==> config.mk <==
export PLATFORM = sky130hd
export DESIGN_NAME = sarc_top
export DESIGN_NICKNAME = d
export VERILOG_FILES = /design/src/inc/sarc_pkg.sv /design/src/hw/sarc_fmt.sv /design/src/hw/sarc_top.sv
export VERILOG_INCLUDE_DIRS = /design/src /design/src/inc
export SDC_FILE = /design/constraint.sdc
export NUM_CORES = 1
export LEC_CHECK = 0
export BUFFER_PORTS_ARGS = -buffer_cell sky130_fd_sc_hd__buf_2
export CORE_MARGIN = 5
export CORE_UTILIZATION = 50
export CTS_CLUSTER_SIZE = 24
export DETAILED_ROUTE_END_ITERATION = 10
export PLACE_DENSITY = 0.75
export SYNTH_ARGS = -nofsm -noshare
export SYNTH_HDL_FRONTEND = slang
export SYNTH_SLANG_ARGS = --single-unit
export TNS_END_PERCENT = 30
==> constraint.sdc <==
create_clock -name aclk -period 2.78 [get_ports aclk]
set_clock_uncertainty 0.1 [all_clocks]
set_input_delay 0.139 -clock aclk [delete_from_list [all_inputs] [get_ports aclk]]
set_output_delay 0.139 -clock aclk [all_outputs]
set_load 0.005 [all_outputs]
==> src/inc/sarc_consts.svh <==
// register offsets, field positions, reset values and codes of the converter control block
// assumes a 32-bit axi4-lite slave with one aligned word per register
`ifndef SARC_CONSTS_SVH
`define SARC_CONSTS_SVH

// byte offsets inside the block window
`define SARC_ADDR_W 8
`define SARC_OFF_CTRL 8'h00
`define SARC_OFF_CHAN 8'h04
`define SARC_OFF_RES 8'h08
`define SARC_OFF_AOUT 8'h0c
`define SARC_OFF_STAT 8'h10

// control register layout
`define SARC_CTRL_RST 16'h0600
`define SARC_CTRL_MASK 16'h3fff
`define SARC_B_TEMP 13
`define SARC_B_EN 7
`define SARC_B_BUSYPIN 6
`define SARC_B_PWR 5
`define SARC_MODE_HI 4
`define SARC_MODE_LO 3
`define SARC_TYPE_HI 2
`define SARC_TYPE_LO 0

// channel select width and reset
`define SARC_CHAN_W 5
`define SARC_CHAN_RST 5'h00

// result word layout
`define SARC_RES_LSB 16
`define SARC_RES_MSB 27
`define SARC_SIGN_LSB 28
`define SARC_RES_W 12
`define SARC_WORD_RST 32'h00000000

// status bits
`define SARC_S_BUSY 0
`define SARC_S_RDY 1
`define SARC_S_CONT 2

// bus responses
`define SARC_RESP_OKAY 2'b00
`define SARC_RESP_SLVERR 2'b10

`endif

==> src/inc/sarc_pkg.sv <==
// types shared by the converter control block
// assumes sarc_consts.svh supplies the numeric layout
package sarc_pkg;
    // input configuration, encoded as stored in the control register
    typedef enum logic [1:0] {
        SARC_SE = 2'b00,
        SARC_DIFF = 2'b01,
        SARC_PSEUDO = 2'b10
    } sarc_mode_t;

    // conversion start source selection
    typedef enum logic [2:0] {
        SARC_T_EXT = 3'b000,
        SARC_T_TMR0 = 3'b001,
        SARC_T_TMR1 = 3'b010,
        SARC_T_SINGLE = 3'b011,
        SARC_T_CONT = 3'b100,
        SARC_T_PLA = 3'b101
    } sarc_trig_t;

    // sequencer states, gray along idle, fire, wait
    typedef enum logic [1:0] {
        SARC_ST_IDLE = 2'b00,
        SARC_ST_FIRE = 2'b01,
        SARC_ST_WAIT = 2'b11
    } sarc_state_t;
endpackage

==> src/hw/sarc_fmt.sv <==
// result formatter: packs a raw 12-bit converter code into the 32-bit data word
// assumes the raw code is twos complement in differential mode, straight binary otherwise
`include "sarc_consts.svh"

module sarc_fmt (
    input wire sarc_pkg::sarc_mode_t mode,
    input wire logic [11:0] raw,
    output logic [31:0] word
);
    import sarc_pkg::*;

    wire diff = (mode == SARC_DIFF); // twos complement path
    wire sign = diff & raw[11]; // straight binary is never negative
    // differential code moves right by one so the word reads as a signed integer
    wire [11:0] field = diff ? {raw[11], raw[11:1]} : raw; // see [RQ6] see [RQ7] see [RQ5]

    // sign copies on top, field in the middle, low half zero
    assign word = {{4{sign}}, field, 16'h0000}; // see [RQ9] see [RQ10]
endmodule // sarc_fmt

==> src/hw/sarc_top.sv <==
// converter control and result formatting with an axi4-lite register slave
// assumes an analog core that answers each start pulse with one done pulse and a raw code
// Operation
// [RQ1] three input configurations, software selected
// [RQ2] software single or continuous conversions
// [RQ3] pin, logic array or timer triggers
// [RQ4] temperature channel selectable as input
// [RQ5] single-ended and pseudo results straight binary
// [RQ6] differential results in twos complement
// [RQ7] differential result shifted right by one
// [RQ8] completed conversion lands in result register
// [RQ9] result field at bits 16 to 27
// [RQ10] top four bits copy the sign
// [RQ11] analog output register shares result layout
// [RQ12] result holds until next completion, atomic
// [RQ13] mode field bits 4:3 picks configuration
// [RQ14] bit 7 gates starts, continuous keeps running
// [RQ15] software powers converter 5 us first
// [RQ16] bit 13 selects temperature conversions
//
// Implementation choices: the address map and register access over AXI4-Lite.
`include "sarc_consts.svh"

module sarc_top (
    input wire logic aclk,
    input wire logic aresetn,
    input wire logic [7:0] awaddr,
    input wire logic awvalid,
    output logic awready,
    input wire logic [31:0] wdata,
    input wire logic [3:0] wstrb,
    input wire logic wvalid,
    output logic wready,
    output logic [1:0] bresp,
    output logic bvalid,
    input wire logic bready,
    input wire logic [7:0] araddr,
    input wire logic arvalid,
    output logic arready,
    output logic [31:0] rdata,
    output logic [1:0] rresp,
    output logic rvalid,
    input wire logic rready,
    input wire logic ext_start_n,
    input wire logic pla_trig,
    input wire logic tmr0_ovf,
    input wire logic tmr1_ovf,
    output logic core_start,
    input wire logic core_done,
    input wire logic [11:0] core_result,
    output logic core_power,
    output sarc_pkg::sarc_mode_t core_mode,
    output logic core_temp,
    output logic [4:0] core_chan,
    output logic busy_pin,
    output logic [11:0] aout_code
);
    import sarc_pkg::*;

    // address known to the decoder
    function automatic logic sarc_known(input logic [7:0] a);
        sarc_known = (a == `SARC_OFF_CTRL) || (a == `SARC_OFF_CHAN) || (a == `SARC_OFF_RES)
            || (a == `SARC_OFF_AOUT) || (a == `SARC_OFF_STAT);
    endfunction

    // byte-lane merge of a write into an old word
    function automatic logic [31:0] sarc_merge(input logic [31:0] o, input logic [31:0] n,
                                               input logic [3:0] s);
        for (int i = 0; i < 4; i++) begin
            sarc_merge[i*8 +: 8] = s[i] ? n[i*8 +: 8] : o[i*8 +: 8];
        end
    endfunction

    // bus slave state
    logic aw_have_q, w_have_q; // captured address and data
    logic [7:0] aw_addr_q; // held write address
    logic [31:0] w_data_q; // held write data
    logic [3:0] w_strb_q; // held strobes
    logic awready_q, wready_q, bvalid_q, arready_q, rvalid_q;
    logic [1:0] bresp_q, rresp_q;
    logic [31:0] rdata_q;

    // block registers
    logic [15:0] ctrl_q; // control register
    logic [4:0] chan_q; // channel select
    logic [31:0] result_q; // formatted result word
    logic [11:0] aout_q; // analog output code
    logic rdy_q; // result not yet read
    logic cont_q; // continuous run active
    logic sw_req_q; // software single request, one cycle
    logic ext_n_q, pla_q, tmr0_q, tmr1_q; // previous trigger levels
    sarc_state_t state_q; // sequencer
    sarc_mode_t mode_q; // configuration of the running conversion
    logic start_q; // start pulse to the core
    logic busy_pin_q; // busy indicator pin

    // handshakes
    wire aw_take = awvalid & awready_q;
    wire w_take = wvalid & wready_q;
    wire do_write = aw_have_q & w_have_q & ~bvalid_q; // both halves held
    wire ar_take = arvalid & arready_q;
    wire aw_have_d = (aw_have_q | aw_take) & ~do_write;
    wire w_have_d = (w_have_q | w_take) & ~do_write;
    wire bvalid_d = do_write | (bvalid_q & ~bready);
    wire rvalid_d = ar_take | (rvalid_q & ~rready);

    // write decode
    wire wr_ctrl = do_write & (aw_addr_q == `SARC_OFF_CTRL);
    wire wr_chan = do_write & (aw_addr_q == `SARC_OFF_CHAN);
    wire wr_aout = do_write & (aw_addr_q == `SARC_OFF_AOUT);
    wire [31:0] ctrl_merged = sarc_merge({16'h0000, ctrl_q}, w_data_q, w_strb_q);
    wire [31:0] chan_merged = sarc_merge({27'h0, chan_q}, w_data_q, w_strb_q);
    wire [31:0] aout_merged = sarc_merge({4'h0, aout_q, 16'h0000}, w_data_q, w_strb_q);
    wire [15:0] ctrl_new = ctrl_merged[15:0] & `SARC_CTRL_MASK;
    wire sarc_trig_t type_new = sarc_trig_t'(ctrl_new[`SARC_TYPE_HI:`SARC_TYPE_LO]);
    wire en_new = ctrl_new[`SARC_B_EN];

    // live control fields
    wire sarc_trig_t trig_type = sarc_trig_t'(ctrl_q[`SARC_TYPE_HI:`SARC_TYPE_LO]);
    wire start_ok = ctrl_q[`SARC_B_EN] & ctrl_q[`SARC_B_PWR]; // see [RQ14] see [RQ15]

    // hardware trigger edges, pins taken as synchronous
    wire ext_fall = ext_n_q & ~ext_start_n;
    wire pla_rise = ~pla_q & pla_trig;
    wire tmr0_rise = ~tmr0_q & tmr0_ovf;
    wire tmr1_rise = ~tmr1_q & tmr1_ovf;
    wire hw_edge = (trig_type == SARC_T_EXT && ext_fall) // see [RQ3]
        || (trig_type == SARC_T_PLA && pla_rise)
        || (trig_type == SARC_T_TMR0 && tmr0_rise)
        || (trig_type == SARC_T_TMR1 && tmr1_rise);

    // a new conversion begins only from idle; continuous runs ignore the enable
    wire launch = (state_q == SARC_ST_IDLE) && (cont_q || (start_ok && (sw_req_q || hw_edge)));
    wire finish = (state_q == SARC_ST_WAIT) && core_done;

    // formatted view of the finishing conversion
    logic [31:0] fmt_word;
    sarc_fmt u_fmt (
        .mode(mode_q),
        .raw(core_result),
        .word(fmt_word)
    );

    // read mux
    wire [31:0] rd_word = (araddr == `SARC_OFF_CTRL) ? {16'h0000, ctrl_q} :
        (araddr == `SARC_OFF_CHAN) ? {27'h0, chan_q} :
        (araddr == `SARC_OFF_RES) ? result_q :
        (araddr == `SARC_OFF_AOUT) ? {4'h0, aout_q, 16'h0000} : // see [RQ11]
        (araddr == `SARC_OFF_STAT) ? {29'h0, cont_q, rdy_q, state_q != SARC_ST_IDLE} :
        `SARC_WORD_RST;
    wire rd_res = ar_take & (araddr == `SARC_OFF_RES);

    // write channel capture and response
    always_ff @(posedge aclk) begin
        if (!aresetn) begin
            aw_have_q <= 1'b0;
            w_have_q <= 1'b0;
            awready_q <= 1'b0;
            wready_q <= 1'b0;
            bvalid_q <= 1'b0;
            bresp_q <= `SARC_RESP_OKAY;
            aw_addr_q <= 8'h00;
            w_data_q <= `SARC_WORD_RST;
            w_strb_q <= 4'h0;
        end else begin
            aw_have_q <= aw_have_d;
            w_have_q <= w_have_d;
            awready_q <= ~aw_have_d; // one write outstanding at a time
            wready_q <= ~w_have_d;
            bvalid_q <= bvalid_d;
            if (aw_take) begin
                aw_addr_q <= awaddr;
            end
            if (w_take) begin
                w_data_q <= wdata;
                w_strb_q <= wstrb;
            end
            if (do_write) begin
                bresp_q <= sarc_known(aw_addr_q) ? `SARC_RESP_OKAY : `SARC_RESP_SLVERR;
            end
        end
    end

    // read channel
    always_ff @(posedge aclk) begin
        if (!aresetn) begin
            arready_q <= 1'b0;
            rvalid_q <= 1'b0;
            rdata_q <= `SARC_WORD_RST;
            rresp_q <= `SARC_RESP_OKAY;
        end else begin
            arready_q <= ~rvalid_d;
            rvalid_q <= rvalid_d;
            if (ar_take) begin
                rdata_q <= rd_word;
                rresp_q <= sarc_known(araddr) ? `SARC_RESP_OKAY : `SARC_RESP_SLVERR;
            end
        end
    end

    // configuration registers
    always_ff @(posedge aclk) begin
        if (!aresetn) begin
            ctrl_q <= `SARC_CTRL_RST;
            chan_q <= `SARC_CHAN_RST;
            aout_q <= 12'h000;
        end else begin
            if (wr_ctrl) begin
                ctrl_q <= ctrl_new; // see [RQ13] see [RQ16] see [RQ1]
            end
            if (wr_chan) begin
                chan_q <= chan_merged[4:0];
            end
            if (wr_aout) begin
                aout_q <= aout_merged[`SARC_RES_MSB:`SARC_RES_LSB]; // see [RQ11]
            end
        end
    end

    // software requests: single is a one-cycle request, continuous a held run
    always_ff @(posedge aclk) begin
        if (!aresetn) begin
            sw_req_q <= 1'b0;
            cont_q <= 1'b0;
        end else begin
            sw_req_q <= wr_ctrl && en_new && type_new == SARC_T_SINGLE; // see [RQ2]
            if (wr_ctrl) begin
                // dropping the enable alone leaves a running series alone
                if (type_new != SARC_T_CONT) begin
                    cont_q <= 1'b0;
                end else if (en_new && ctrl_new[`SARC_B_PWR]) begin
                    cont_q <= 1'b1; // see [RQ2] see [RQ14]
                end
            end
        end
    end

    // trigger history for edge detection
    always_ff @(posedge aclk) begin
        if (!aresetn) begin
            ext_n_q <= 1'b1;
            pla_q <= 1'b0;
            tmr0_q <= 1'b0;
            tmr1_q <= 1'b0;
        end else begin
            ext_n_q <= ext_start_n;
            pla_q <= pla_trig;
            tmr0_q <= tmr0_ovf;
            tmr1_q <= tmr1_ovf;
        end
    end

    // sequencer: fire a one-cycle start, then wait for the core
    always_ff @(posedge aclk) begin
        if (!aresetn) begin
            state_q <= SARC_ST_IDLE;
            start_q <= 1'b0;
            mode_q <= SARC_SE;
        end else begin
            start_q <= launch;
            case (state_q)
                SARC_ST_IDLE: begin
                    if (launch) begin
                        state_q <= SARC_ST_FIRE;
                        // freeze the configuration so a mid-run write cannot skew the format
                        mode_q <= sarc_mode_t'(ctrl_q[`SARC_MODE_HI:`SARC_MODE_LO]); // see [RQ1]
                    end
                end
                SARC_ST_FIRE: begin
                    state_q <= SARC_ST_WAIT;
                end
                SARC_ST_WAIT: begin
                    if (core_done) begin
                        state_q <= SARC_ST_IDLE;
                    end
                end
                default: begin
                    state_q <= SARC_ST_IDLE;
                end
            endcase
        end
    end

    // result word and its ready flag; a completion beats a read clear
    always_ff @(posedge aclk) begin
        if (!aresetn) begin
            result_q <= `SARC_WORD_RST;
            rdy_q <= 1'b0;
            busy_pin_q <= 1'b0;
        end else begin
            if (finish) begin
                result_q <= fmt_word; // see [RQ8] see [RQ12]
            end
            rdy_q <= finish | (rdy_q & ~rd_res);
            busy_pin_q <= ctrl_q[`SARC_B_BUSYPIN] & (launch | (state_q != SARC_ST_IDLE & ~finish));
        end
    end

    // outputs
    assign awready = awready_q;
    assign wready = wready_q;
    assign bvalid = bvalid_q;
    assign bresp = bresp_q;
    assign arready = arready_q;
    assign rvalid = rvalid_q;
    assign rdata = rdata_q;
    assign rresp = rresp_q;
    assign core_start = start_q;
    assign core_power = ctrl_q[`SARC_B_PWR];
    assign core_mode = sarc_mode_t'(ctrl_q[`SARC_MODE_HI:`SARC_MODE_LO]); // see [RQ13]
    assign core_temp = ctrl_q[`SARC_B_TEMP]; // see [RQ4] see [RQ16]
    assign core_chan = chan_q;
    assign busy_pin = busy_pin_q;
    assign aout_code = aout_q;
endmodule // sarc_top

==> Word level (Yosys, flattened, before mapping) <==
Index checks and enable logic that the tools add are counted.
{ "totals": {"reg_bits": 140, "inputBits": 76, "output_inout_bits": 64, "word_cells": 141} }
{ "op_classes": {"eq_ne": 18, "muxes": 14, "bitwise": 41, "n_reduce_logical": 37} }
{ "op_table": {"columns": ["cell", "n"], "rows": [
  ["$mux 32", 3],
  ["$eq 8x4->1 const B", 4],
  ["$mux 28", 1],
  ["$and 1x1->1", 22],
  ["$eq 8x3->1 const B", 2],
  ["$eq 8x5->1 const B", 2],
  ["$logic_not 8->1", 2],
  ["$reduce_and 2->1", 8],
  ["$logic_or 1x1->1", 13],
  ["$not 1->1", 13],
  ["$mux 11", 1],
  ["$logic_and 1x1->1", 10],
  ["$mux 2", 4],
  ["$mux 8", 1],
  ["$eq 3x2->1 const B", 2],
  ["$or 1x1->1", 6],
  ["$pmux 2 s3", 1],
  ["$eq 2x1->1 const B", 2],
  ["$ne 2x2->1 const B", 2],
  ["$reduce_bool 2->1", 2],
  ["$eq 3x1->1 const B", 1],
  ["$eq 3x3->1 const B", 1],
  ["$logic_not 3->1", 1],
  ["$mux 3", 1],
  ["4 further kinds", 5]
]} }

==> Logic depth before layout (Yosys ltp) <==
Gate-level depths: netlist of run 1.
{ "depth": {"depth_word": 12, "mapped_depth": 6, "ltp_nobuf": 5} }

==> By module <==
From an unflattened synthesis of run 1, not the netlist that was laid out.
{ "hier_totals": {"hier_cells": 752, "hier_area_um2": 6565.0} }
{ "by_module_without_submodules": {"columns": ["mod", "n_inst", "cells_each", "area_each_um2", "seq_area_each_um2"], "rows": [
  ["sarc_top", 1, 715, 6213.5, 3103.0],
  ["sarc_fmt", 1, 37, 351.6, 0.0]
]} }

==> Least setup slack after synthesis of run 1 <==
Ideal clock, no wire load.
{ "synth_timing": {"kind": "register to register", "from": "reg aw_addr_q[0]", "to": "reg chan_q[0] (netlist: core_chan[0])", "setup_time_ps": 116, "arrival_time_ps": 1819, "required_time_ps": 2564, "setup_slack_ps": 745, "path_stages_with_launch": 7, "n_path_buf": 1, "period_less_slack_ps": 2035, "cell_sequence": "dfxtp_1 -> or4_1 -> nor4_4 -> and4b_1 -> buf_2 -> mux2i_1 -> nor2b_1"} }
{ "synth_via": {"elab_chain_len": 3} }
{ "synth_lines": {"columns": ["element", "line_no", "source"], "rows": [
  ["start, declared", "sarc_top.sv:76", "logic [7:0] aw_addr_q;"],
  ["start signal, assigned", "sarc_top.sv:172", "aw_addr_q <= awaddr;"],
  ["$eq 8x3->1 (no line)", null, null],
  ["$and 1x1->1", "sarc_top.sv:109", "wire wr_chan = do_write & (aw_addr_q == `SARC_OFF_CHAN);"],
  ["$reduce_and 2->1 (no line)", null, null],
  ["end signal, assigned", "sarc_top.sv:205", "chan_q <= `SARC_CHAN_RST;"],
  ["end signal, assigned", "sarc_top.sv:212", "chan_q <= chan_merged[4:0];"],
  ["end, declared", "sarc_top.sv:85", "logic [4:0] chan_q;"]
]} }
No other way between the ends.
A chain may end at the register's enable or synchronous reset.

==> Worst setup path after layout of run 1 <==
Ends and elaborated chain as after synthesis.

==> results of run 1 <==
## worst max-delay path, stage by stage, from the launching register on
cell	delay [ns]
sky130_fd_sc_hd__dfxtp_1	0.31
sky130_fd_sc_hd__or4_1	0.59
sky130_fd_sc_hd__nor4_4	0.40
sky130_fd_sc_hd__and4b_1	0.48
sky130_fd_sc_hd__mux2i_1	0.26
sky130_fd_sc_hd__nor2b_1	0.06
## layer usage
metal	global-route usage, %	routed length [microns]	vias up	part of all wire (%)
li1	-	-	2362	-
met1	26.8	5970	2209	43
met2	37.3	6740	161	49
met3	6.36	922	12	6.7
met4	6.49	165	0	1.2
met5	0	0	-	0
## flip-flops by register name (all words and copies together), names as in the netlist, 2 cells and up
register and cells:
result_q 13, aw_addr_q 8, aout_code 12, w_data_q 26, w_strb_q 4, mode_q 2, core_chan 5, state_q 2
rdata 27, ctrl_q 14
## where the power goes
group	internal [uW]	total [uW]	switching (uW)
clock	1590	2350	764
sequential	1920	1950	29.7
combinational	163	304	141
total	3670	4610	935
## cell type report
class                           count  area (sq um)
Clock buffer                       22           453
Tap cell                          136           170
Fill cell                         753          2980
Multi-Input combinational cell    405          2450
Clock inverter                     10           179
Timing Repair Buffer              211          1460
Sequential cell                   131          2620
Inverter                            3          11.3
## worst min-delay path by stage
stage	startpoint	slack [ns]	to	depth (start not counted)
global placement	ext_start_n	0.24	ext_n_q	2
detailed placement	ext_start_n	0.25	ext_n_q	2
global route	araddr[0]	0.05	rdata[0]	4
finish	arvalid	0.04	rdata[3]	4
CTS	araddr[0]	0.02	rdata[0]	4
floorplan	ext_start_n	0.14	ext_n_q	1
## cells by family (layout without fill, tap and decap cells)
family	Yosys count	in the layout	synth area share [%]
DFF	131	131	49.6
AOI/OAI and AO/OA	116	116	15.3
buffers and inverters	51	246	4.28
other	1	4	0.0709
muxes	50	50	9.53
and+or+nand+nor	235	235	21.2
## Yosys cell counts, drive strengths merged (3+ instances only)
library cell,instances,area (sq um)
o221ai,3,26.3
a21oi,7,35.0
clkbuf,33,124
dfxtp,131,2620
nand2b,6,37.5
nand2,129,484
nand4,3,25.0
and2,6,37.5
nor2,14,52.6
mux2,3,33.8
mux2i,47,470
nor3b,3,22.5
a22oi,9,67.6
buf,15,91.3
inv,3,11.3
nor2b,32,200
a21boi,44,330
o21ai,33,165
nor3,6,30.0
nand3,24,120
o211a,10,100
## stage by stage
| step | hold slack (ns) | instance area, sq um | worst slack [ns] | util (%) |
|---|---|---|---|---|
| after CTS | 0.0184 | 7340 | 0.455 | 71.1 |
| after floorplan | 0.140 | 5300 | 0.745 | - |
| after detailed placement | 0.246 | 5940 | 0.480 | 57.5 |
| after global placement | 0.238 | 5940 | 0.534 | 57.5 |
| after global routing | 0.0495 | 7340 | 0.288 | 71.1 |
| final | 0.0432 | 7340 | 0.469 | 71.1 |
## what timing repair did
action                    CTS  global route
setup buffers               0             0
hold buffers               77             0
gates resized for setup     0             0
hold endpoints to repair   72             0
==> results.cfg, run 1 <==
[clock_tree]
cts_made_buffers = 17
tritoncts = yes
clkTransAtPathRegs_ns = 0.06
sinks_on_the_clock_net = 131
cts_max_level = 4
ctsRootBufferMaster = sky130_fd_sc_hd__clkbuf_8
ctsLongestPathBuffers = 2
clock_latency_reported_for_the_late_side_of_the_worst_skew_pair_ns = 0.51

[critical_path]
worst_r2r_endpoint = core_chan[0]
critical_path.reg2reg.startpoint = aw_addr_q[0]
setup.worst_path.start_class = register
path_class = register to register
cp-endpoint = core_chan[0]
critical_path.startpoint = aw_addr_q[0]
r2r_setup_slack_ns = 0.47
cp_max_fanout = 6
critPathCaptureType = register
critical_path_arrival_ns = 2.61
cp.required_ns = 3.08
timing.reg2reg.worst_path_depth = 5

[timing]
finalCriticalPeriod_ns = 2.31
setup_viol_count_final = 0
finalMaxSlewViolations = 0
slew_headroom_pct = 29.7
grt_setup_unrepaired = no
max_slew.worst_pin.slew_ns = 1.05
fmaxAchievable_mhz = 433
final_min_period_over_clock_period_pct = 83.1
total_negative_slack_ns = 0
final_hold_violating_endpoints = 0

[logic_synthesis]
yosys_warnings = 0
yosysUniqueCellTypes = 42
postSynthAreaPerCell_sq_um = 9.06
ys_ff_latch = 131
synthesis.instances = 584
synth_enable_flop_cells = 0
seq_area_frac_synth_pct = 49.6
synth-async-reset-ratio_pct = 0
netlist_area_sq_um = 5290
yosys_most_used_dff = sky130_fd_sc_hd__dfxtp_1

[place]
placement.io_buffers = 129
place.gp.congestion = 0.837
post-place-cells = 809
detailed_place_hpwl_mm = 8.84

[die]
core_region_area_sq_um = 10300
die_h_microns = 113
die_area_sq_um = 12700
start_util_pct = 51.2
row_count = 37
floorplan.die.width_microns = 113
pin_count = 140

[routing]
final_antenna_net_count = 0
number_of_remaining_drc_errors = 0
totalWireLength_mm = 13.8
post_detailed_route_wirelength_per_cell_microns = 15.0
drt-vias-per-instance = 5.17
vias = 4744
drt_iter0_drc = 278
drtPass1Iterations = 5

[grt]
global_route.overflow_total = 0
grt_antenna_before_repair = 0
largest_net_degree_at_the_start_of_global_routing = 53
wire_length_of_the_first_global_routing_pass_mm = 22.8
grt_pass1_vias = 4766
grt.total_usage_pct = 21.9

[cells_and_area]
layoutNonFillerInstCount = 918
areaGrowthSynthToFinish_pct = 38.8
final_common_cell = sky130_fd_sc_hd__dfxtp_1
antenna_cells_inserted = 0
top_library_cells_by_usage_in_the_layout_fill_and_taps_aside = sky130_fd_sc_hd__dfxtp_1 (131), sky130_fd_sc_hd__nand2_1 (129), sky130_fd_sc_hd__buf_2 (128), sky130_fd_sc_hd__dlygate4sd3_1 (77), sky130_fd_sc_hd__mux2i_1 (47)
drive_gt1_share_pct = 21.9
finish.net_count = 845

[power_and_ir_drop]
post-layout-total-power_uw = 4610
p_leak_uw = 0.00329
vdd.ir_drop.worst_uv = 412
power_density_nw_per_um2 = 627

[hold_path]
hp-class = primary input to register

[outcome]
status = completed

[flow_run]
maxCapViolCount = 0
Power figures use the tool's default switching activity.
==> inputs of run 2 (changes only) <==
ABC_AREA = 1   (was not set)
CORE_UTILIZATION = 47   (was 50)
PLACE_DENSITY = 0.74   (was 0.75)
clock period = 2.1 ns   (was 2.78 ns; I/O delays follow)
==> run 2 against run 1 <==
Against the previous run: final cell count rose by 14%; synthesized cell count grew 22%; count of clock-buffer cells in the layout unchanged; clock power is 16% higher; largest cell class unchanged; largest power group unchanged; highest routed layer unchanged.
==> results.cfg, run 2 <==
[outcome]
status = completed

[clock_tree]
clock_latency_reported_for_the_late_side_of_the_worst_skew_pair_ns = 0.41
ctsLongestPathBuffers = 2
tritoncts = yes
ctsRootBufferMaster = sky130_fd_sc_hd__clkbuf_16
clkTransAtPathRegs_ns = 0.05
cts_made_buffers = 17
cts_max_level = 4
cts-resized-gates = 0
sinks_on_the_clock_net = 131

[grt]
grt.total_usage_pct = 22.0
global_route.overflow_total = 0
grt_antenna_before_repair = 0
wire_length_of_the_first_global_routing_pass_mm = 23.4
grt_pass1_vias = 4989
largest_net_degree_at_the_start_of_global_routing = 106

[logic_synthesis]
synthesis.instances = 713
ys_ff_latch = 131
synthDominantAreaCellType = sky130_fd_sc_hd__dfxtp_1
yosysUniqueCellTypes = 26
yosys_most_used_dff = sky130_fd_sc_hd__dfxtp_1
yosys_warnings = 0
synth_top_area_share_pct = 49.7
synth_enable_flop_cells = 0
netlist_area_sq_um = 5280
ys_top_cells_by_area = sky130_fd_sc_hd__dfxtp_1 (50%), sky130_fd_sc_hd__o21ai_0 (7.8%), sky130_fd_sc_hd__nand2_1 (7.7%)
seq_area_frac_synth_pct = 49.7
synth.most_common_cell = sky130_fd_sc_hd__dfxtp_1
postSynthAreaPerCell_sq_um = 7.41
synth-async-reset-ratio_pct = 0
synth_commonest_cells = sky130_fd_sc_hd__dfxtp_1 (131), sky130_fd_sc_hd__nand2_1 (109), sky130_fd_sc_hd__nor2_1 (108)

[critical_path]
timing.critical_path.slowest_stage_cell = sky130_fd_sc_hd__dlygate4sd3_1
critPathMaxStageDelay_ns = 0.57
cp_max_fanout = 12
critical_path.reg2reg.startpoint = mode_q[0]
cp.required_ns = 2.30
critical_path_arrival_ns = 2.11
critPathCaptureType = register
critical_path.startpoint = mode_q[0]
path_cells = inv_1 -> nor2_1 -> buf_4 -> inv_1 -> nand2_1 -> nand3_1 -> dlygate4sd3_1 -> o211ai_1 -> inv_1
setup.worst_path.start_class = register
path_common_cell = sky130_fd_sc_hd__inv_1
path_class = register to register

[timing]
final.hold.worst_slack_ns = 0.0564
finalMaxSlewViolations = 0
final_hold_violating_endpoints = 0
setup_viol_count_final = 0
fmaxAchievable_mhz = 525
grt_setup_unrepaired = no
final_min_period_over_clock_period_pct = 90.7
total_negative_slack_ns = 0
finalCriticalPeriod_ns = 1.90

[die]
core_region_area_sq_um = 10900
die_h_microns = 116
die_area_sq_um = 13500
start_util_pct = 48.3
pin_count = 140
row_count = 38
floorplan.die.width_microns = 116

[routing]
vias = 5282
final_antenna_net_count = 0
drt_iter0_drc = 336
post_detailed_route_wirelength_per_cell_microns = 13.9
number_of_remaining_drc_errors = 0
totalWireLength_mm = 14.5
drt-vias-per-instance = 5.06
drtPass1Iterations = 5

[power_and_ir_drop]
post-layout-total-power_uw = 5830
switching_power_uw = 1290
power_density_nw_per_um2 = 815
p_int_uw = 4540
share_seq_of_total_power_pct = 45.1
vdd.ir_drop.worst_uv = 505
p_leak_uw = 0.00340
combPwrFrac_pct = 8.2
p_sw_share_pct = 22.1
clk_pwr_share_pct = 46.7

[cells_and_area]
areaGrowthSynthToFinish_pct = 35.5
drive_gt1_share_pct = 19.7
layoutNonFillerInstCount = 1043
final_common_cell = sky130_fd_sc_hd__dfxtp_1
top_library_cells_by_usage_in_the_layout_fill_and_taps_aside = sky130_fd_sc_hd__dfxtp_1 (131), sky130_fd_sc_hd__buf_2 (129), sky130_fd_sc_hd__nand2_1 (109), sky130_fd_sc_hd__nor2_1 (108), sky130_fd_sc_hd__o21ai_0 (82)
stdcell_area_sq_um = 7150
antenna_cells_inserted = 0
flip_flop_count_of_the_largest_register_after_layout = 27
finish.net_count = 969

[flow_run]
maxCapViolCount = 0

[place]
post-place-cells = 952
cell_area_placed_sq_um = 5990
placement.io_buffers = 129
place.gp.congestion = 0.913
detailed_place_hpwl_mm = 9.68

[hold_path]
timing.hold.worst.start = core_result[10]
hp-class = primary input to register
## run 2: changes by cell type after synthesis, moves of 20 or more
cell                       before  now
sky130_fd_sc_hd__nor2_1        14  108
sky130_fd_sc_hd__mux2i_1       47    0
sky130_fd_sc_hd__inv_1          3   81
sky130_fd_sc_hd__nand2_1      129  109
sky130_fd_sc_hd__a21oi_1        7   49
sky130_fd_sc_hd__o21ai_0       33   82
sky130_fd_sc_hd__a21boi_0      44    0
sky130_fd_sc_hd__nand3_1       24   45
sky130_fd_sc_hd__nor2b_1       32    0
## run 2: power groups by stage
| stage | Combinational, uW | Clock, uW | Sequential, uW |
|---|---|---|---|
| final | 479 | 2720 | 2630 |
| after global routing | 541 | 2880 | 2640 |
| after CTS | 474 | 2750 | 2630 |
| after detailed placement | 392 | 0 | 2680 |
| after global placement | 381 | 0 | 2670 |
| after floorplan | 242 | 0 | 2670 |
## run 2: final timing paths
path         cells past startpoint      endpoint  slack [ns]
min                              5  result_q[26]        0.06
max                              9  result_q[16]        0.20
max reg2reg                      9  result_q[16]        0.20
min reg2reg                      2   w_data_q[9]        0.35
## run 2: cells by family after synthesis
group                  after synthesis  synth area share, %
AOI/OAI and AO/OA                  157                 16.2
buffers and inverters              128                 10.1
DFF                                131                 49.7
other                                1               0.0710
and+or+nand+nor                    296                 24.0
## run 2: through the flow
stage          setup slack, ns  util (%)
2_1_floorplan            0.632         -
3_3_place_gp             0.405      54.8
3_5_place_dp             0.343      54.8
4_1_cts                  0.197      65.4
5_1_grt                 0.0565      65.4
6_report                 0.195      65.4
## run 2: cell type report
class | count | area [sq um]
clock buffer | 22 | 454
clock inverter | 7 | 85.1
fill | 911 | 3780
inverter | 83 | 312
multi-input combinational | 457 | 2140
sequential | 131 | 2620
tap | 140 | 175
timing repair buffer | 203 | 1370
## run 2: repair_timing
action | 4_1_cts | 5_1_grt
setup buffers | 0 | 0
endpoints found under the hold margin | 60 | 0
hold buffers | 62 | 0
## run 2: routing by layer
layer  up-vias  routed length, microns  GRT usage (%)
met1      2355                    6400           28.7
met3        47                    1050           5.80
met2       208                    6590           34.3
met4         0                     442           9.82
met5         -                       0              0
li1       2672                       -              -
## run 2: critical path, delay by kind of cell, from the launching register on
kind | cells | cell delay, ns
buffers and inverters | 5 | 1.04
DFF | 1 | 0.32
AOI/OAI and AO/OA | 1 | 0.09
and+or+nand+nor | 3 | 0.26
==> inputs of run 3 (changes only) <==
CORE_UTILIZATION = 45   (was 47)
PLACE_DENSITY = 0.72   (was 0.74)
==> run 3 against run 2 <==
Against the previous run: worst setup slack worse by 0.0024 ns; critical path depth unchanged; highest routed layer unchanged; routed wire length is 1.7% lower; count of clock-buffer cells in the layout rose by 3; cell area shrank 0.10%; hold slack better by 0.030 ns; global-route usage decreased by 1.6 points; sequential power about the same; register-to-register slack about the same; utilization fell by 3.1 points.
==> results.cfg, run 3 (same netlist as run 2, synthesis figures left out) <==
[routing]
drt_iter0_drc = 452
number_of_remaining_drc_errors = 0
drt-vias-per-instance = 4.91
vias = 5134
totalWireLength_mm = 14.2
post_detailed_route_wirelength_per_cell_microns = 13.6
final_antenna_net_count = 0
drtPass1Iterations = 5

[cells_and_area]
final_common_cell = sky130_fd_sc_hd__dfxtp_1
fillerInstances = 973
drive_gt1_share_pct = 19.5
flip_flop_count_of_the_largest_register_after_layout = 27
top_library_cells_by_usage_in_the_layout_fill_and_taps_aside = sky130_fd_sc_hd__dfxtp_1 (131), sky130_fd_sc_hd__buf_2 (129), sky130_fd_sc_hd__nand2_1 (109), sky130_fd_sc_hd__nor2_1 (108), sky130_fd_sc_hd__o21ai_0 (82)
finish.net_count = 967
ff_latch_area_sq_um = 2620
multi_input_comb_area_sq_um = 2140
layoutNonFillerInstCount = 1046
areaGrowthSynthToFinish_pct = 35.4
antenna_cells_inserted = 0

[die]
start_util_pct = 46.0
pin_count = 140
core_region_area_sq_um = 11500
row_count = 39
die_h_microns = 118
floorplan.die.width_microns = 118
die_area_sq_um = 14000

[timing]
fmaxAchievable_mhz = 524
finalMaxSlewViolations = 0
setup_viol_count_final = 0
grt_setup_unrepaired = no
final_min_period_over_clock_period_pct = 90.8
final.hold.worst_slack_ns = 0.0867
final_hold_violating_endpoints = 0
post_route_setup_slack_ns = 0.193
finalCriticalPeriod_ns = 1.91
total_negative_slack_ns = 0

[critical_path]
path_cells = inv_1 -> nor2_1 -> buf_4 -> inv_1 -> nand2_1 -> nand3_1 -> dlygate4sd3_1 -> o211ai_1 -> inv_1
cp.required_ns = 2.30
critical_path.reg2reg.startpoint = mode_q[0]
cp_max_fanout = 12
timing.critical_path.slowest_stage_cell = sky130_fd_sc_hd__dlygate4sd3_1
setup.worst_path.start_class = register
timing.reg2reg.worst_path_depth = 9
critPathCaptureType = register
worst_r2r_endpoint = result_q[22]
critical_path_arrival_ns = 2.10
path_class = register to register
path_common_cell = sky130_fd_sc_hd__inv_1
r2r_setup_slack_ns = 0.19
critPathMaxStageDelay_ns = 0.57

[hold_path]
holdPathStages = 4
worst_hold_path.endpoint = rresp[1]
hp-class = primary input to register
timing.hold.worst.start = arvalid

[place]
place.gp.congestion = 0.845
dp_slack_ns = 0.351
detailed_place_hpwl_mm = 9.27
placement.io_buffers = 129
post-place-cells = 954

[grt]
grt_pass1_vias = 4795
grt.total_usage_pct = 20.4
wire_length_of_the_first_global_routing_pass_mm = 23.6
grt_antenna_before_repair = 0
global_route.overflow_total = 0
largest_net_degree_at_the_start_of_global_routing = 106

[flow_run]
maxCapViolCount = 0

[clock_tree]
sinks_on_the_clock_net = 131
clkTransAtPathRegs_ns = 0.06
cts_max_level = 4
ctsLongestPathBuffers = 2
cts_made_buffers = 17
tritoncts = yes
ctsRootBufferMaster = sky130_fd_sc_hd__clkbuf_16
clock_latency_reported_for_the_late_side_of_the_worst_skew_pair_ns = 0.41

[power_and_ir_drop]
power_density_nw_per_um2 = 822
p_leak_uw = 0.00340
vdd.ir_drop.worst_uv = 438
post-layout-total-power_uw = 5880

[outcome]
status = completed
## run 3: cell count changes in the layout (fill, tap and decap cells not counted)
| cell | before | now |
|---|---|---|
| sky130_fd_sc_hd__clkbuf_1 | 4 | 7 |
| sky130_fd_sc_hd__buf_4 | 11 | 10 |
| sky130_fd_sc_hd__dlygate4sd3_1 | 62 | 61 |
| sky130_fd_sc_hd__clkinv_2 | 5 | 4 |
## run 3: through the flow
step / util [%] / instance area [sq um]
finish: 62.3 / 7150
CTS: 62.3 / 7150
global placement: 52.2 / 5990
floorplan: - / 5290
detailed placement: 52.2 / 5990
global route: 62.3 / 7150
## run 3: layer usage
layer  global-route usage (%)  wire length [microns]
met1                     28.1                   6710
met2                     30.8                   6500
met3                     6.21                    820
met4                     6.31                    191
met5                        0                      0
## run 3: worst max path at each step
stage	depth (start not counted)	slack [ns]	end	startpoint
after floorplan	6	0.63	aout_code[0]	aw_addr_q[7]
after global placement	6	0.34	aout_code[1]	aw_addr_q[7]
after detailed placement	6	0.35	aout_code[2]	aw_addr_q[7]
after CTS	9	0.22	result_q[23]	mode_q[0]
after global routing	9	0.04	result_q[22]	mode_q[0]
final	9	0.19	result_q[22]	mode_q[0]
## run 3: cell type report
class | count | share of cell area (%)
inverter | 83 | 4.36
tap | 143 | 2.50
clock buffer | 25 | 6.51
multi-input combinational | 457 | 29.9
sequential | 131 | 36.7
clock inverter | 6 | 1.12
timing repair buffer | 201 | 18.9
## run 3: power by group
group / switching (uW) / internal, uW
clock: 1010 / 1760
sequential: 48.3 / 2580
combinational: 257 / 221
## run 3: timing repair
action | CTS | global route
gates resized for setup | 0 | 0
endpoints found under the hold margin | 60 | 0
endpoints found under the setup margin | 0 | 0
hold buffers | 61 | 0
buffers inserted | 0 | 0
## run 3: worst max-delay path, delay by kind of cell, from the launching register on
| kind | cells | cell delay (ns) |
|---|---|---|
| AOI/OAI and AO/OA | 1 | 0.08 |
| buffers and inverters | 5 | 1.03 |
| DFF | 1 | 0.32 |
| and+or+nand+nor | 3 | 0.26 |
